File: src/sysref_cfg_pkg.sv
package sysref_cfg_pkg;

	// serial frame layout: one direction bit, a byte address, then data bytes
	localparam int ADDR_W = 15;
	localparam int DATA_W = 8;
	localparam int HDR_BITS = 16;
	localparam logic [4:0] HDR_LAST = 5'h0f;
	localparam logic [2:0] BYTE_LAST = 3'h7;

	// byte addresses of the register group
	localparam logic [ADDR_W-1:0] ADDR_CAPTURE_CTRL = 15'h0029;
	localparam logic [ADDR_W-1:0] ADDR_CLK_FORMAT = 15'h002a;
	localparam logic [ADDR_W-1:0] ADDR_EDGE_POS_HI = 15'h002c;
	localparam logic [ADDR_W-1:0] ADDR_EDGE_POS_MID = 15'h002d;
	localparam logic [ADDR_W-1:0] ADDR_EDGE_POS_LO = 15'h002e;
	localparam logic [ADDR_W-1:0] ADDR_FS_A_HI = 15'h0030;
	localparam logic [ADDR_W-1:0] ADDR_FS_A_LO = 15'h0031;
	localparam logic [ADDR_W-1:0] ADDR_FS_B_HI = 15'h0032;
	localparam logic [ADDR_W-1:0] ADDR_FS_B_LO = 15'h0033;
	localparam logic [ADDR_W-1:0] ADDR_REF_BYPASS = 15'h0038;
	localparam logic [ADDR_W-1:0] ADDR_TIMESTAMP = 15'h003b;

	// values after reset
	localparam logic [7:0] RST_CAPTURE_CTRL = 8'h00;
	localparam logic [7:0] RST_CLK_FORMAT = 8'h20;
	localparam logic [15:0] RST_FULLSCALE = 16'ha000;
	localparam logic [7:0] RST_REF_BYPASS = 8'h00;
	localparam logic [7:0] RST_TIMESTAMP = 8'h00;
	localparam logic [23:0] RST_EDGE_POS = 24'h000000;
	localparam logic [7:0] RD_UNMAPPED = 8'h00;

	// field positions, sysref capture control
	localparam int CAP_PROC_EN_BIT = 6;
	localparam int CAP_RECV_ON_BIT = 5;
	localparam int CAP_FINE_WIN_BIT = 4;
	localparam int CAP_DELAY_MSB = 3;
	localparam int CAP_DELAY_LSB = 0;
	localparam logic [3:0] DELAY_AUTO = 4'h0;

	// field positions, clock input format
	localparam int FMT_DEVICE_CLOCK_IN_PECL_BIT = 2;
	localparam int FMT_SYSREF_PECL_BIT = 1;
	localparam int FMT_POL_FLIP_BIT = 0;

	// field positions, reference bypass and timestamp control
	localparam int REF_BYPASS_BIT = 0;
	localparam int TS_PECL_BIT = 1;
	localparam int TS_ON_BIT = 0;

	// synchroniser depth for pin inputs
	localparam int SYNC_STAGES = 3;

endpackage

File: src/cfg_access_if.sv
`timescale 1ns/1ps
// byte access from the serial port engine into the register group
interface cfg_access_if;
	import sysref_cfg_pkg::*;
	logic wr_stb;
	logic rd_stb;
	logic [ADDR_W-1:0] addr;
	logic [DATA_W-1:0] wdata;
	logic [DATA_W-1:0] rdata;

	modport port (output wr_stb, output rd_stb, output addr, output wdata,
		input rdata);
	modport regs (input wr_stb, input rd_stb, input addr, input wdata,
		output rdata);
endinterface

File: src/cfg_serial_port.sv
`timescale 1ns/1ps
module cfg_serial_port
	import sysref_cfg_pkg::*;
(
	input wire logic sys_clk_i, // system clock
	input wire logic rst_i, // synchronous reset
	input wire logic sclk_i, // serial clock pin
	input wire logic csb_n_i, // chip select pin, low active
	input wire logic sdi_i, // serial data in pin
	output logic sdo_o, // serial data out
	output logic sdo_oe_n_o, // serial out enable, low while driving
	cfg_access_if.port bus // byte access to registers
);

	logic [SYNC_STAGES-1:0] sclk_s_r;
	logic [SYNC_STAGES-1:0] csb_s_r;
	logic [SYNC_STAGES-1:0] sdi_s_r;
	logic sclk_q_r;
	logic csb_q_r;
	logic sdi_q_r;
	logic sclk_rise;
	logic sclk_fall;
	logic sel;
	logic hdr_done_r;
	logic is_read_r;
	logic [4:0] hdr_cnt_r;
	logic [14:0] hdr_sh_r;
	logic [2:0] data_cnt_r;
	logic [6:0] rx_sh_r;
	logic [7:0] tx_r;
	logic wr_stb_r;
	logic rd_stb_r;
	logic [ADDR_W-1:0] addr_r;
	logic [7:0] wdata_r;
	logic [15:0] hdr_word;

	// three-stage pin synchronisers; stage one feeds only stage two
	always_ff @(posedge sys_clk_i) begin
		if (rst_i) begin
			sclk_s_r <= '0;
			csb_s_r <= '1;
			sdi_s_r <= '0;
		end else begin
			sclk_s_r <= {sclk_s_r[1:0], sclk_i};
			csb_s_r <= {csb_s_r[1:0], csb_n_i};
			sdi_s_r <= {sdi_s_r[1:0], sdi_i};
		end
	end

	// a pin level counts once stages two and three agree
	always_ff @(posedge sys_clk_i) begin
		if (rst_i) begin
			sclk_q_r <= 1'b0;
			csb_q_r <= 1'b1;
			sdi_q_r <= 1'b0;
		end else begin
			if (sclk_s_r[1] == sclk_s_r[2])
				sclk_q_r <= sclk_s_r[2];
			if (csb_s_r[1] == csb_s_r[2])
				csb_q_r <= csb_s_r[2];
			if (sdi_s_r[1] == sdi_s_r[2])
				sdi_q_r <= sdi_s_r[2];
		end
	end

	assign sel = !csb_q_r;
	assign sclk_rise = sel && (sclk_s_r[1] == sclk_s_r[2]) &&
		sclk_s_r[2] && !sclk_q_r;
	assign sclk_fall = sel && (sclk_s_r[1] == sclk_s_r[2]) &&
		!sclk_s_r[2] && sclk_q_r;
	assign hdr_word = {hdr_sh_r, sdi_q_r};

	// header and data bit counting; deselect restarts the frame
	always_ff @(posedge sys_clk_i) begin
		if (rst_i || !sel) begin
			hdr_done_r <= 1'b0;
			is_read_r <= 1'b0;
			hdr_cnt_r <= 5'h00;
			hdr_sh_r <= '0;
			data_cnt_r <= 3'h0;
			rx_sh_r <= '0;
		end else if (sclk_rise) begin
			if (!hdr_done_r) begin
				hdr_sh_r <= hdr_word[14:0];
				hdr_cnt_r <= hdr_cnt_r + 5'h01;
				if (hdr_cnt_r == HDR_LAST) begin
					hdr_done_r <= 1'b1;
					is_read_r <= hdr_word[15];
				end
			end else begin
				rx_sh_r <= {rx_sh_r[5:0], sdi_q_r};
				data_cnt_r <= data_cnt_r + 3'h1;
			end
		end
	end

	// streaming address: taken from the header, then one up per byte
	always_ff @(posedge sys_clk_i) begin
		if (rst_i) begin
			addr_r <= '0;
		end else if (sclk_rise && !hdr_done_r && hdr_cnt_r == HDR_LAST) begin
			addr_r <= hdr_word[14:0];
		end else if (wr_stb_r) begin
			addr_r <= addr_r + 15'h0001;
		end else if (sclk_rise && hdr_done_r && is_read_r &&
			data_cnt_r == BYTE_LAST) begin
			addr_r <= addr_r + 15'h0001;
		end
	end

	// strobes into the register group, one cycle each
	always_ff @(posedge sys_clk_i) begin
		if (rst_i) begin
			wr_stb_r <= 1'b0;
			rd_stb_r <= 1'b0;
			wdata_r <= '0;
		end else begin
			wr_stb_r <= sclk_rise && hdr_done_r && !is_read_r &&
				data_cnt_r == BYTE_LAST;
			// the direction flag lands on the last header rise, so that
			// first strobe must look at the incoming header bit itself
			rd_stb_r <= sclk_rise &&
				((!hdr_done_r && hdr_cnt_r == HDR_LAST && hdr_word[15]) ||
				(hdr_done_r && is_read_r && data_cnt_r == BYTE_LAST));
			if (sclk_rise && hdr_done_r && data_cnt_r == BYTE_LAST)
				wdata_r <= {rx_sh_r, sdi_q_r};
		end
	end

	// read shifter: first bit shown on load, next bits after falling edges
	always_ff @(posedge sys_clk_i) begin
		if (rst_i) begin
			tx_r <= '0;
		end else if (rd_stb_r) begin
			tx_r <= bus.rdata;
		end else if (sclk_fall && hdr_done_r && is_read_r &&
			data_cnt_r != 3'h0) begin
			tx_r <= {tx_r[6:0], 1'b0};
		end
	end

	// drive the data pin only in the data phase of a read frame
	always_ff @(posedge sys_clk_i) begin
		if (rst_i)
			sdo_oe_n_o <= 1'b1;
		else
			sdo_oe_n_o <= !(sel && hdr_done_r && is_read_r);
	end

	assign sdo_o = tx_r[7];
	assign bus.wr_stb = wr_stb_r;
	assign bus.rd_stb = rd_stb_r;
	assign bus.addr = addr_r;
	assign bus.wdata = wdata_r;

endmodule

File: src/sysref_clock_input_config_regs.sv
`timescale 1ns/1ps
module sysref_clock_input_config_regs
	import sysref_cfg_pkg::*;
#(
	parameter int DELAY_TAPS = 16 // delay line length, one per choice code
)
(
	input wire logic sys_clk_i, // system clock, 100 MHz
	input wire logic rst_i, // synchronous reset, high
	input wire logic sclk_i, // serial clock pin
	input wire logic csb_n_i, // serial chip select, low active
	input wire logic sdi_i, // serial data in
	output logic sdo_o, // serial data out
	output logic sdo_oe_n_o, // serial out enable, low while driving
	input wire logic sysref_i, // sysref pin after the receiver
	input wire logic [3:0] cal_delay_i, // delay found by calibration
	input wire logic [23:0] edge_coarse_i, // edge status, normal window
	input wire logic [23:0] edge_fine_i, // edge status, zoomed window
	output logic sysref_event_o, // one-cycle sysref event, delayed by the chosen tap plus one cycle
	output logic sysref_receiver_on_o, // sysref receiver power
	output logic sysref_processor_enable_o, // sysref processor on
	output logic sysref_fine_window_o, // zoomed strobe status
	output logic [3:0] sysref_delay_choice_o, // delay choice field
	output logic sysref_auto_cal_o, // automatic delay calibration on
	output logic sysref_polarity_flip_o, // sysref_polarity_flip
	output logic devclock_lowv_pecl_o, // device clock input pecl mode
	output logic sysref_lowv_pecl_o, // sysref input pecl mode
	output logic [15:0] input_a_fullscale_code_o, // input a range code
	output logic [15:0] input_b_fullscale_code_o, // input b range code
	output logic reference_bypass_o, // core supply rail as reference
	output logic timestamp_input_on_o, // timestamp input enable
	output logic timestamp_lowv_pecl_o // timestamp input pecl mode
);

	cfg_access_if acc ();

	logic [7:0] capture_ctrl_r;
	logic [7:0] clk_format_r;
	logic [15:0] fs_a_r;
	logic [15:0] fs_b_r;
	logic [7:0] ref_bypass_r;
	logic [7:0] timestamp_r;
	logic [23:0] edge_pos_r;
	logic [7:0] rdata_nxt;
	logic [SYNC_STAGES-1:0] sysref_s_r;
	logic sysref_q_r;
	logic aligned_r;
	logic aligned;
	logic ev_now;
	logic [DELAY_TAPS-2:0] delay_r;
	logic [DELAY_TAPS-1:0] taps;
	logic [3:0] tap_sel;

	// serial port engine; frames reach registers as byte strobes
	cfg_serial_port u_port (
		.sys_clk_i(sys_clk_i),
		.rst_i(rst_i),
		.sclk_i(sclk_i),
		.csb_n_i(csb_n_i),
		.sdi_i(sdi_i),
		.sdo_o(sdo_o),
		.sdo_oe_n_o(sdo_oe_n_o),
		.bus(acc.port)
	);

	// sysref capture control, reserved bit 7 kept as written
	always_ff @(posedge sys_clk_i) begin
		if (rst_i)
			capture_ctrl_r <= RST_CAPTURE_CTRL;
		else if (acc.wr_stb && acc.addr == ADDR_CAPTURE_CTRL)
			capture_ctrl_r <= acc.wdata;
	end

	// clock input format; reserved bits store whatever software writes
	always_ff @(posedge sys_clk_i) begin
		if (rst_i)
			clk_format_r <= RST_CLK_FORMAT;
		else if (acc.wr_stb && acc.addr == ADDR_CLK_FORMAT)
			clk_format_r <= acc.wdata;
	end

	// full-scale codes, high byte at the lower address
	always_ff @(posedge sys_clk_i) begin
		if (rst_i) begin
			fs_a_r <= RST_FULLSCALE;
			fs_b_r <= RST_FULLSCALE;
		end else if (acc.wr_stb) begin
			if (acc.addr == ADDR_FS_A_HI)
				fs_a_r[15:8] <= acc.wdata;
			if (acc.addr == ADDR_FS_A_LO)
				fs_a_r[7:0] <= acc.wdata;
			if (acc.addr == ADDR_FS_B_HI)
				fs_b_r[15:8] <= acc.wdata;
			if (acc.addr == ADDR_FS_B_LO)
				fs_b_r[7:0] <= acc.wdata;
		end
	end

	// reference bypass and timestamp control bytes
	always_ff @(posedge sys_clk_i) begin
		if (rst_i) begin
			ref_bypass_r <= RST_REF_BYPASS;
			timestamp_r <= RST_TIMESTAMP;
		end else if (acc.wr_stb) begin
			if (acc.addr == ADDR_REF_BYPASS)
				ref_bypass_r <= acc.wdata;
			if (acc.addr == ADDR_TIMESTAMP)
				timestamp_r <= acc.wdata;
		end
	end

	// read mux; the three edge bytes come from one snapshot register
	always_comb begin
		rdata_nxt = RD_UNMAPPED;
		unique case (acc.addr)
			ADDR_CAPTURE_CTRL: rdata_nxt = capture_ctrl_r;
			ADDR_CLK_FORMAT: rdata_nxt = clk_format_r;
			ADDR_EDGE_POS_HI: rdata_nxt = edge_pos_r[23:16];
			ADDR_EDGE_POS_MID: rdata_nxt = edge_pos_r[15:8];
			ADDR_EDGE_POS_LO: rdata_nxt = edge_pos_r[7:0];
			ADDR_FS_A_HI: rdata_nxt = fs_a_r[15:8];
			ADDR_FS_A_LO: rdata_nxt = fs_a_r[7:0];
			ADDR_FS_B_HI: rdata_nxt = fs_b_r[15:8];
			ADDR_FS_B_LO: rdata_nxt = fs_b_r[7:0];
			ADDR_REF_BYPASS: rdata_nxt = ref_bypass_r;
			ADDR_TIMESTAMP: rdata_nxt = timestamp_r;
			default: rdata_nxt = RD_UNMAPPED;
		endcase
	end
	assign acc.rdata = rdata_nxt;

	// sysref pin synchroniser, three flops, level taken when two agree
	always_ff @(posedge sys_clk_i) begin
		if (rst_i) begin
			sysref_s_r <= '0;
			sysref_q_r <= 1'b0;
		end else begin
			sysref_s_r <= {sysref_s_r[1:0], sysref_i};
			if (sysref_s_r[1] == sysref_s_r[2])
				sysref_q_r <= sysref_s_r[2];
		end
	end

	// polarity, then gating by the receiver; an off receiver reads low
	assign aligned = sysref_receiver_on_o &&
		(sysref_q_r ^ sysref_polarity_flip_o);

	always_ff @(posedge sys_clk_i) begin
		if (rst_i)
			aligned_r <= 1'b0;
		else
			aligned_r <= aligned;
	end

	// rising edge becomes an event only with the processor enabled
	assign ev_now = aligned && !aligned_r && sysref_processor_enable_o;

	// delay line; tap zero is the undelayed event
	always_ff @(posedge sys_clk_i) begin
		if (rst_i)
			delay_r <= '0;
		else
			delay_r <= {delay_r[DELAY_TAPS-3:0], ev_now};
	end
	assign taps = {delay_r, ev_now};
	// code zero hands the choice to the calibration result
	assign tap_sel = (sysref_delay_choice_o == DELAY_AUTO) ?
		cal_delay_i : sysref_delay_choice_o;

	always_ff @(posedge sys_clk_i) begin
		if (rst_i)
			sysref_event_o <= 1'b0;
		else
			sysref_event_o <= taps[tap_sel];
	end

	// edge position snapshot per processed event; zoom picks the window
	always_ff @(posedge sys_clk_i) begin
		if (rst_i)
			edge_pos_r <= RST_EDGE_POS;
		else if (ev_now)
			edge_pos_r <= sysref_fine_window_o ?
				edge_fine_i : edge_coarse_i;
	end

	// control fields straight from the registers
	assign sysref_processor_enable_o = capture_ctrl_r[CAP_PROC_EN_BIT];
	assign sysref_receiver_on_o = capture_ctrl_r[CAP_RECV_ON_BIT];
	assign sysref_fine_window_o = capture_ctrl_r[CAP_FINE_WIN_BIT];
	assign sysref_delay_choice_o =
		capture_ctrl_r[CAP_DELAY_MSB:CAP_DELAY_LSB];
	assign sysref_auto_cal_o = (sysref_delay_choice_o == DELAY_AUTO);
	assign sysref_polarity_flip_o = clk_format_r[FMT_POL_FLIP_BIT];
	assign devclock_lowv_pecl_o = clk_format_r[FMT_DEVICE_CLOCK_IN_PECL_BIT];
	assign sysref_lowv_pecl_o = clk_format_r[FMT_SYSREF_PECL_BIT];
	assign input_a_fullscale_code_o = fs_a_r;
	assign input_b_fullscale_code_o = fs_b_r;
	assign reference_bypass_o = ref_bypass_r[REF_BYPASS_BIT];
	assign timestamp_input_on_o = timestamp_r[TS_ON_BIT];
	assign timestamp_lowv_pecl_o = timestamp_r[TS_PECL_BIT];

endmodule

File: config.mk
export PLATFORM = sky130hd
export DESIGN_NAME = sysref_clock_input_config_regs
export DESIGN_NICKNAME = d
export VERILOG_FILES = /design/src/sysref_cfg_pkg.sv /design/src/cfg_access_if.sv /design/src/cfg_serial_port.sv /design/src/sysref_clock_input_config_regs.sv
export SDC_FILE = /design/constraint.sdc
export NUM_CORES = 1
export LEC_CHECK = 0
export BUFFER_PORTS_ARGS = -buffer_cell sky130_fd_sc_hd__buf_2
export CORE_AREA = 2 2 144 146
export CTS_BUF_LIST = sky130_fd_sc_hd__clkbuf_8
export CTS_CLUSTER_SIZE = 16
export DETAILED_ROUTE_END_ITERATION = 12
export DIE_AREA = 0 0 146 148
export PLACE_DENSITY_LB_ADDON = 0.3
export SYNTH_ARGS = -nofsm -noshare
export SYNTH_HDL_FRONTEND = slang
export SYNTH_SLANG_ARGS = --single-unit
File: constraint.sdc
create_clock -name sys_clk_i -period 5.6 [get_ports sys_clk_i]
set_input_delay 0.56 -clock sys_clk_i [delete_from_list [all_inputs] [get_ports sys_clk_i]]
set_output_delay 0.56 -clock sys_clk_i [all_outputs]
set_load 0.02 [all_outputs]
==> results.yml, run 1 <==
run_status:
  status: "complete, no violations"
yosys:
  synth_edf_count: 0
  synth_ff_type: "dfxtp_1"
  ys_ff_latch: 187
  syn_inst: 968
  ys_async_sr_fraction_pct: 0
  synth_fp_nets: 1035
  ys_warn_count: 0
  netlist_area_um2: 8333
  syn_area_per_cell_um2: 8.608
  synth_cell_types: 69
  yosysSeqAreaShare_pct: 44.92
worst_setup_path:
  worstPathMaxFanout: 25
  start_kind: "flop"
  crit_type: "flop to flop"
  arrival_ns: 3.48
  end_kind: "flop"
  crit_required_ns: 5.99
floorplan:
  die_y_um: 148
  ios: 107
  die_area_um2: 21610
  dieWidth_um: 146
  row_count: 52
  start_util_pct: 41.58
  core_area_um2: 20040
sta:
  relSlewSlack_pct: 29.52
  setup_violations: 0
  rsz0062_at_grt: "false"
  period_minus_slack_ns: 3.087
  fmax_mhz: 324.0
  maxSlewViolCount: 0
  finalHoldViolCount: 0
  clock-skew-final_ns: 0.01668
  fin_crit_sh_pct: 55.12
  setup-tns-final_ns: 0
  fin_hold_ws_ns: 0.2642
  worst_pin_slew_ns: 1.057
clock_network:
  cts_sinks: 187
  numCtsBuffers: 17
  ctsRootBufferMaster: "clkbuf_8"
  tritoncts: "built"
  htree_num_levels: 4
  post_cts_buffers: 0
  clock_latency_ns: 0.48
  cts_resized: 0
  cts_hold_buf: 0
  path_clk_slew_ns: 0.10
  clk_path_buf_depth: 2
placed_design:
  io_buffers: 106
  globalplace.congestion: 0.9373
  post-dp-hpwl_mm: 15.22
cells_and_area:
  fillers: 2024
  utilization_pct: 46.32
  syn2layout_area_growth_pct: 11.40
  seqCellArea_um2: 3744
  nNetsFinal: 1084
  multi_input_area_um2: 4177
  drive_gt1_share_pct: 16.21
  antenna_cells: 0
route:
  wl_per_cell_um: 17.01
  via_per_inst: 5.443
  routed_wl_mm: 22.11
  final_antenna_net_count: 0
  drt_iter0_drc: 577
  vias: 7076
  drcViolationCount: 0
  first_pass_iters: 5
hold_path:
  hold_path_class: "primary input to flop"
global_routing:
  grt_start_max_net_pins: 103
  grt_pass1_vias: 6487
  grt_pass1_wl_mm: 35.67
  antenna_found_initial: 0
  overflow: 0
  track_usage_pct: 20.73
power:
  peakVddDrop_mv: 0.1278
  p_per_area_nw_per_um2: 246.2
  leakagePower_nw: 3.187
  finalPower_w: 0.002286
flow_run:
  cap_violations: 0
layout by cell type, fill, tap and decap left out, types with 3 or more instances in the layout:
cell type   instances
buf_2             105
inv_6               6
a221o_1             4
nand2_1           152
xor2_1             13
a221oi_1            4
and3_1              8
a21oi_1            98
a2111oi_0           3
clkbuf_8           17
and2_1              4
a211o_1             6
nand4_1             4
dfxtp_1           187
nand2b_1            6
o21bai_1            8
xnor2_1             6
buf_4               6
a22oi_1             8
o21ai_0            28
ha_1                9
nand3_1            48
or4bb_1             3
a31oi_1             6
mux2i_1            37
nor4_4              7
a222oi_1            7
nand4b_1            4
a211oi_1           41
inv_1              18
a22o_1             11
nor2_1             71
nor4_1              4
nor3_1              7
clkinvlp_4          4
nor2b_1            30
nand3b_1            5
or2_2               5
metrics by stage:
step	cells	setup WS [ns]	instance area (um^2)
after floorplan	968	3.314	8333
after global placement	1268	2.616	8896
after detailed placement	1268	2.542	8896
after CTS	1300	2.524	9283
after global routing	1300	2.234	9283
final	1300	2.513	9283
synthesized netlist by cell type (9+ instances only):
cell,instances,area share (%)
nand3_1,48,2.9
nand2_1,152,6.8
nor2b_1,30,2.3
clkbuf_1,65,2.9
a21oi_1,98,5.9
mux2i_1,37,4.4
dfxtp_1,187,45
a211oi_1,41,3.7
o21ai_0,28,1.7
a22o_1,11,1.2
ha_1,9,1.4
xor2_1,13,1.4
nor2_1,72,3.2
inv_1,18,0.81
power breakdown:
part	switching (W)	internal (W)
sequential	0.00000162	0.00133
clock	0.000529	0.000367
combinational	0.0000319	0.0000239
registers in the layout, indices dropped and copies added, names as in the netlist, 5 cells and up:
register                  cells
capture_ctrl_r                8
timestamp_r                   8
clk_format_r                  8
u_port.bus.wdata              8
input_a_fullscale_code_o     16
ref_bypass_r                  8
delay_r                      15
u_port.tx_r                   8
u_port.bus.addr              15
u_port.hdr_sh_r              15
u_port.rx_sh_r                7
u_port.hdr_cnt_r              5
input_b_fullscale_code_o     16
edge_pos_r                   24
cell type report:
cell class	instances	area share [%]
clock buffers	17	2.521
inverters	18	0.7279
repair buffers	111	6.146
flip-flops and latches	187	40.33
well taps	270	3.639
clock inverters	15	1.644
multi-input cells	682	44.99
final timing paths:
path	start	end	slack (ns)	depth (start not counted)
setup / recovery	u_port.bus.addr[5]	ref_bypass_r[6]	2.51	6
hold / removal	csb_n_i	u_port.csb_s_r[0]	0.26	2
setup reg to reg	u_port.bus.addr[5]	ref_bypass_r[6]	2.51	6
hold reg to reg	u_port.csb_s_r[0]	u_port.csb_s_r[1]	0.41	1
layer usage:
layer  vias up  global-route usage, %  share of wire (%)
li1       3513                      -                  -
met1      3283                  27.91                 45
met2       246                  32.78                 46
met3        34                  5.062                6.6
met4         0                  6.893                2.6
met5         -                      0                  0
worst max-delay path: stages, from the launching register on:
cell and delay, ns:
dfxtp_1 0.40, or3b_1 0.77, nor3_4 0.44, nand2_1 0.55, nor2_1 0.60, nand2_1 0.11
a21oi_1 0.14
cell families (layout without fill, tap and decap cells):
kind of cell             count (synthesis)  count (layout)  synth area share, %
XOR/XNOR                                19              19                1.997
flip-flops                             187             187                44.92
multiplexers                            39              39                4.850
AO/OA/AOI/OAI                          239             239                18.59
AND/OR/NAND/NOR                        376             376                23.24
buffers and inverters                   99             161                5.045
adder cells (fa/ha/maj)                  9               9                1.351
(Power assumes the default switching activity.)
==> inputs of run 2 (changes only) <==
clock period = 3 ns   (was 5.6 ns; I/O delays follow)
==> run 2 against run 1 <==
  * Maximum frequency grew 12%
  * Clock-buffer cell count stayed put
  * Register-to-register slack lost 2.3 ns
  * Largest power group unchanged
  * First-iteration DRC count is 9.2% lower
  * Die area is the same
  * Utilization increased by 1.1 points
  * Sequential cell count did not move
  * Largest cell class unchanged
  * Highest routed layer unchanged
  * Global-route usage is 0.48 points higher
==> results.yml, run 2 (synthesis results as in run 1) <==
sta:
  rsz0062_at_grt: "false"
  finalHoldViolCount: 0
  fin_crit_sh_pct: 91.57
  clock-skew-final_ns: 0.01555
  relSlewSlack_pct: 44.60
  fmax_mhz: 364.0
  fin_ws_ns: 0.2528
  setup-tns-final_ns: 0
  worst_pin_slew_ns: 0.8310
  setup_violations: 0
  period_minus_slack_ns: 2.747
  maxSlewViolCount: 0
route:
  final_antenna_net_count: 0
  dr_wl_met2_mm: 10.72
  via_per_inst: 5.457
  drcViolationCount: 0
  first_pass_iters: 5
  routed_wl_mm: 22.88
  top_layer_used: "met4"
  vias: 7241
  wl_per_cell_um: 17.24
  dr_wl_met3_mm: 1.236
  drt_iter0_drc: 524
  wl_met1_mm: 10.31
worst_setup_path:
  crit_family: "simple AND/OR/NAND/NOR gates"
  critPathMaxStageDelay_ns: 0.59
  worstPathMaxFanout: 8
  critPathBufInv: 1
  arrival_ns: 3.10
  worstReg2RegStart: "u_port.bus.addr[0]"
  r2r_cells: 7
  crit_required_ns: 3.35
  crit_slowest_cell: "nor4bb_1"
  crit_type: "flop to flop"
  rr_endpoint: "u_port.tx_r[2]"
  end_kind: "flop"
  start_kind: "flop"
  path_cells: "ha_1, nor4bb_1, nor4b_4, a222oi_1, inv_1, nor3_1, a2111oi_0"
  r2r_slack_ns: 0.25
hold_path:
  holdPathStages: 2
  holdPathEnd: "u_port.sdi_s_r[0]"
  hold_path_class: "primary input to flop"
  min_from: "sdi_i"
power:
  leakagePower_nw: 3.340
  p_per_area_nw_per_um2: 449.9
  peakVddDrop_mv: 0.2326
clock_network:
  htree_num_levels: 4
  numCtsBuffers: 17
  ctsRootBufferMaster: "clkbuf_8"
  cts_sinks: 187
  clk_path_buf_depth: 2
  tritoncts: "built"
  path_clk_slew_ns: 0.10
  clock_latency_ns: 0.48
  cts_resized: 0
cells_and_area:
  largest_register_ffs: 24
  fin_area_um2: 9512
  utilization_pct: 47.47
  layout_common_cells: "dfxtp_1, nand2_1, buf_2"
  fin_cells: 1327
  antenna_cells: 0
  layout_commonest_cell: "dfxtp_1"
  nNetsFinal: 1111
  drive_gt1_share_pct: 18.07
  syn2layout_area_growth_pct: 14.14
  top_register: "edge_pos_r"
floorplan:
  die_area_um2: 21610
  row_count: 52
  ios: 107
  dieWidth_um: 146
  core_area_um2: 20040
  die_y_um: 148
  start_util_pct: 41.58
placed_design:
  globalplace.congestion: 0.9146
  io_buffers: 106
  post-place-ws_ns: 0.3268
  place_area_um2: 9096
  dp.cells: 1293
  post-dp-hpwl_mm: 16.26
flow_run:
  cap_violations: 0
run_status:
  status: "complete, no violations"
global_routing:
  track_usage_pct: 21.21
  grt_pass1_vias: 6704
  grt_start_max_net_pins: 81
  overflow: 0
  antenna_found_initial: 0
  grt_pass1_wl_mm: 36.29
-- run 2: where the power goes --
group	internal, W	switching [W]	total, W
clock network	0.000691	0.000988	0.00168
registers	0.00249	0.00000320	0.00249
logic	0.0000496	0.0000598	0.000109
-- run 2: final cells by class --
class,count,area [um^2]
multi-input combinational,682,4177
clock inverter,15,161.4
tap,270,337.8
inverter,18,67.56
sequential,187,3744
timing repair buffer,138,790.8
fill,2020,10530
clock buffer,17,234.0
-- run 2: repair_timing --
action	CTS	global route
setup buffers	0	0
hold buffers	1	1
endpoints found under the hold margin	1	1
-- run 2: worst max path at each step --
stage,startpoint,end,slack (ns),depth (start not counted)
floorplan,u_port.bus.addr[10],u_port.tx_r[5],0.71,8
global placement,u_port.bus.addr[5],u_port.tx_r[5],0.37,6
detailed placement,u_port.bus.addr[5],u_port.tx_r[5],0.33,6
CTS,u_port.bus.addr[5],u_port.tx_r[5],0.29,6
global route,u_port.bus.addr[5],u_port.tx_r[5],0.05,6
finish,u_port.bus.addr[0],u_port.tx_r[2],0.25,7
-- run 2: per-layer routing --
metal,track usage (%),vias up
met5,0,-
met4,7.184,0
met3,4.537,33
met2,34.15,210
met1,28.40,3433
li1,-,3565
-- run 2: per-stage QoR --
| step | total power [W] | hold slack (ns) |
|---|---|---|
| after floorplan | 0.002602 | 0.3895 |
| after global placement | 0.002656 | 0.3927 |
| after detailed placement | 0.002657 | 0.4044 |
| after CTS | 0.004325 | 0.0001714 |
| after global routing | 0.004428 | 0.004439 |
| final | 0.004280 | 0.02717 |
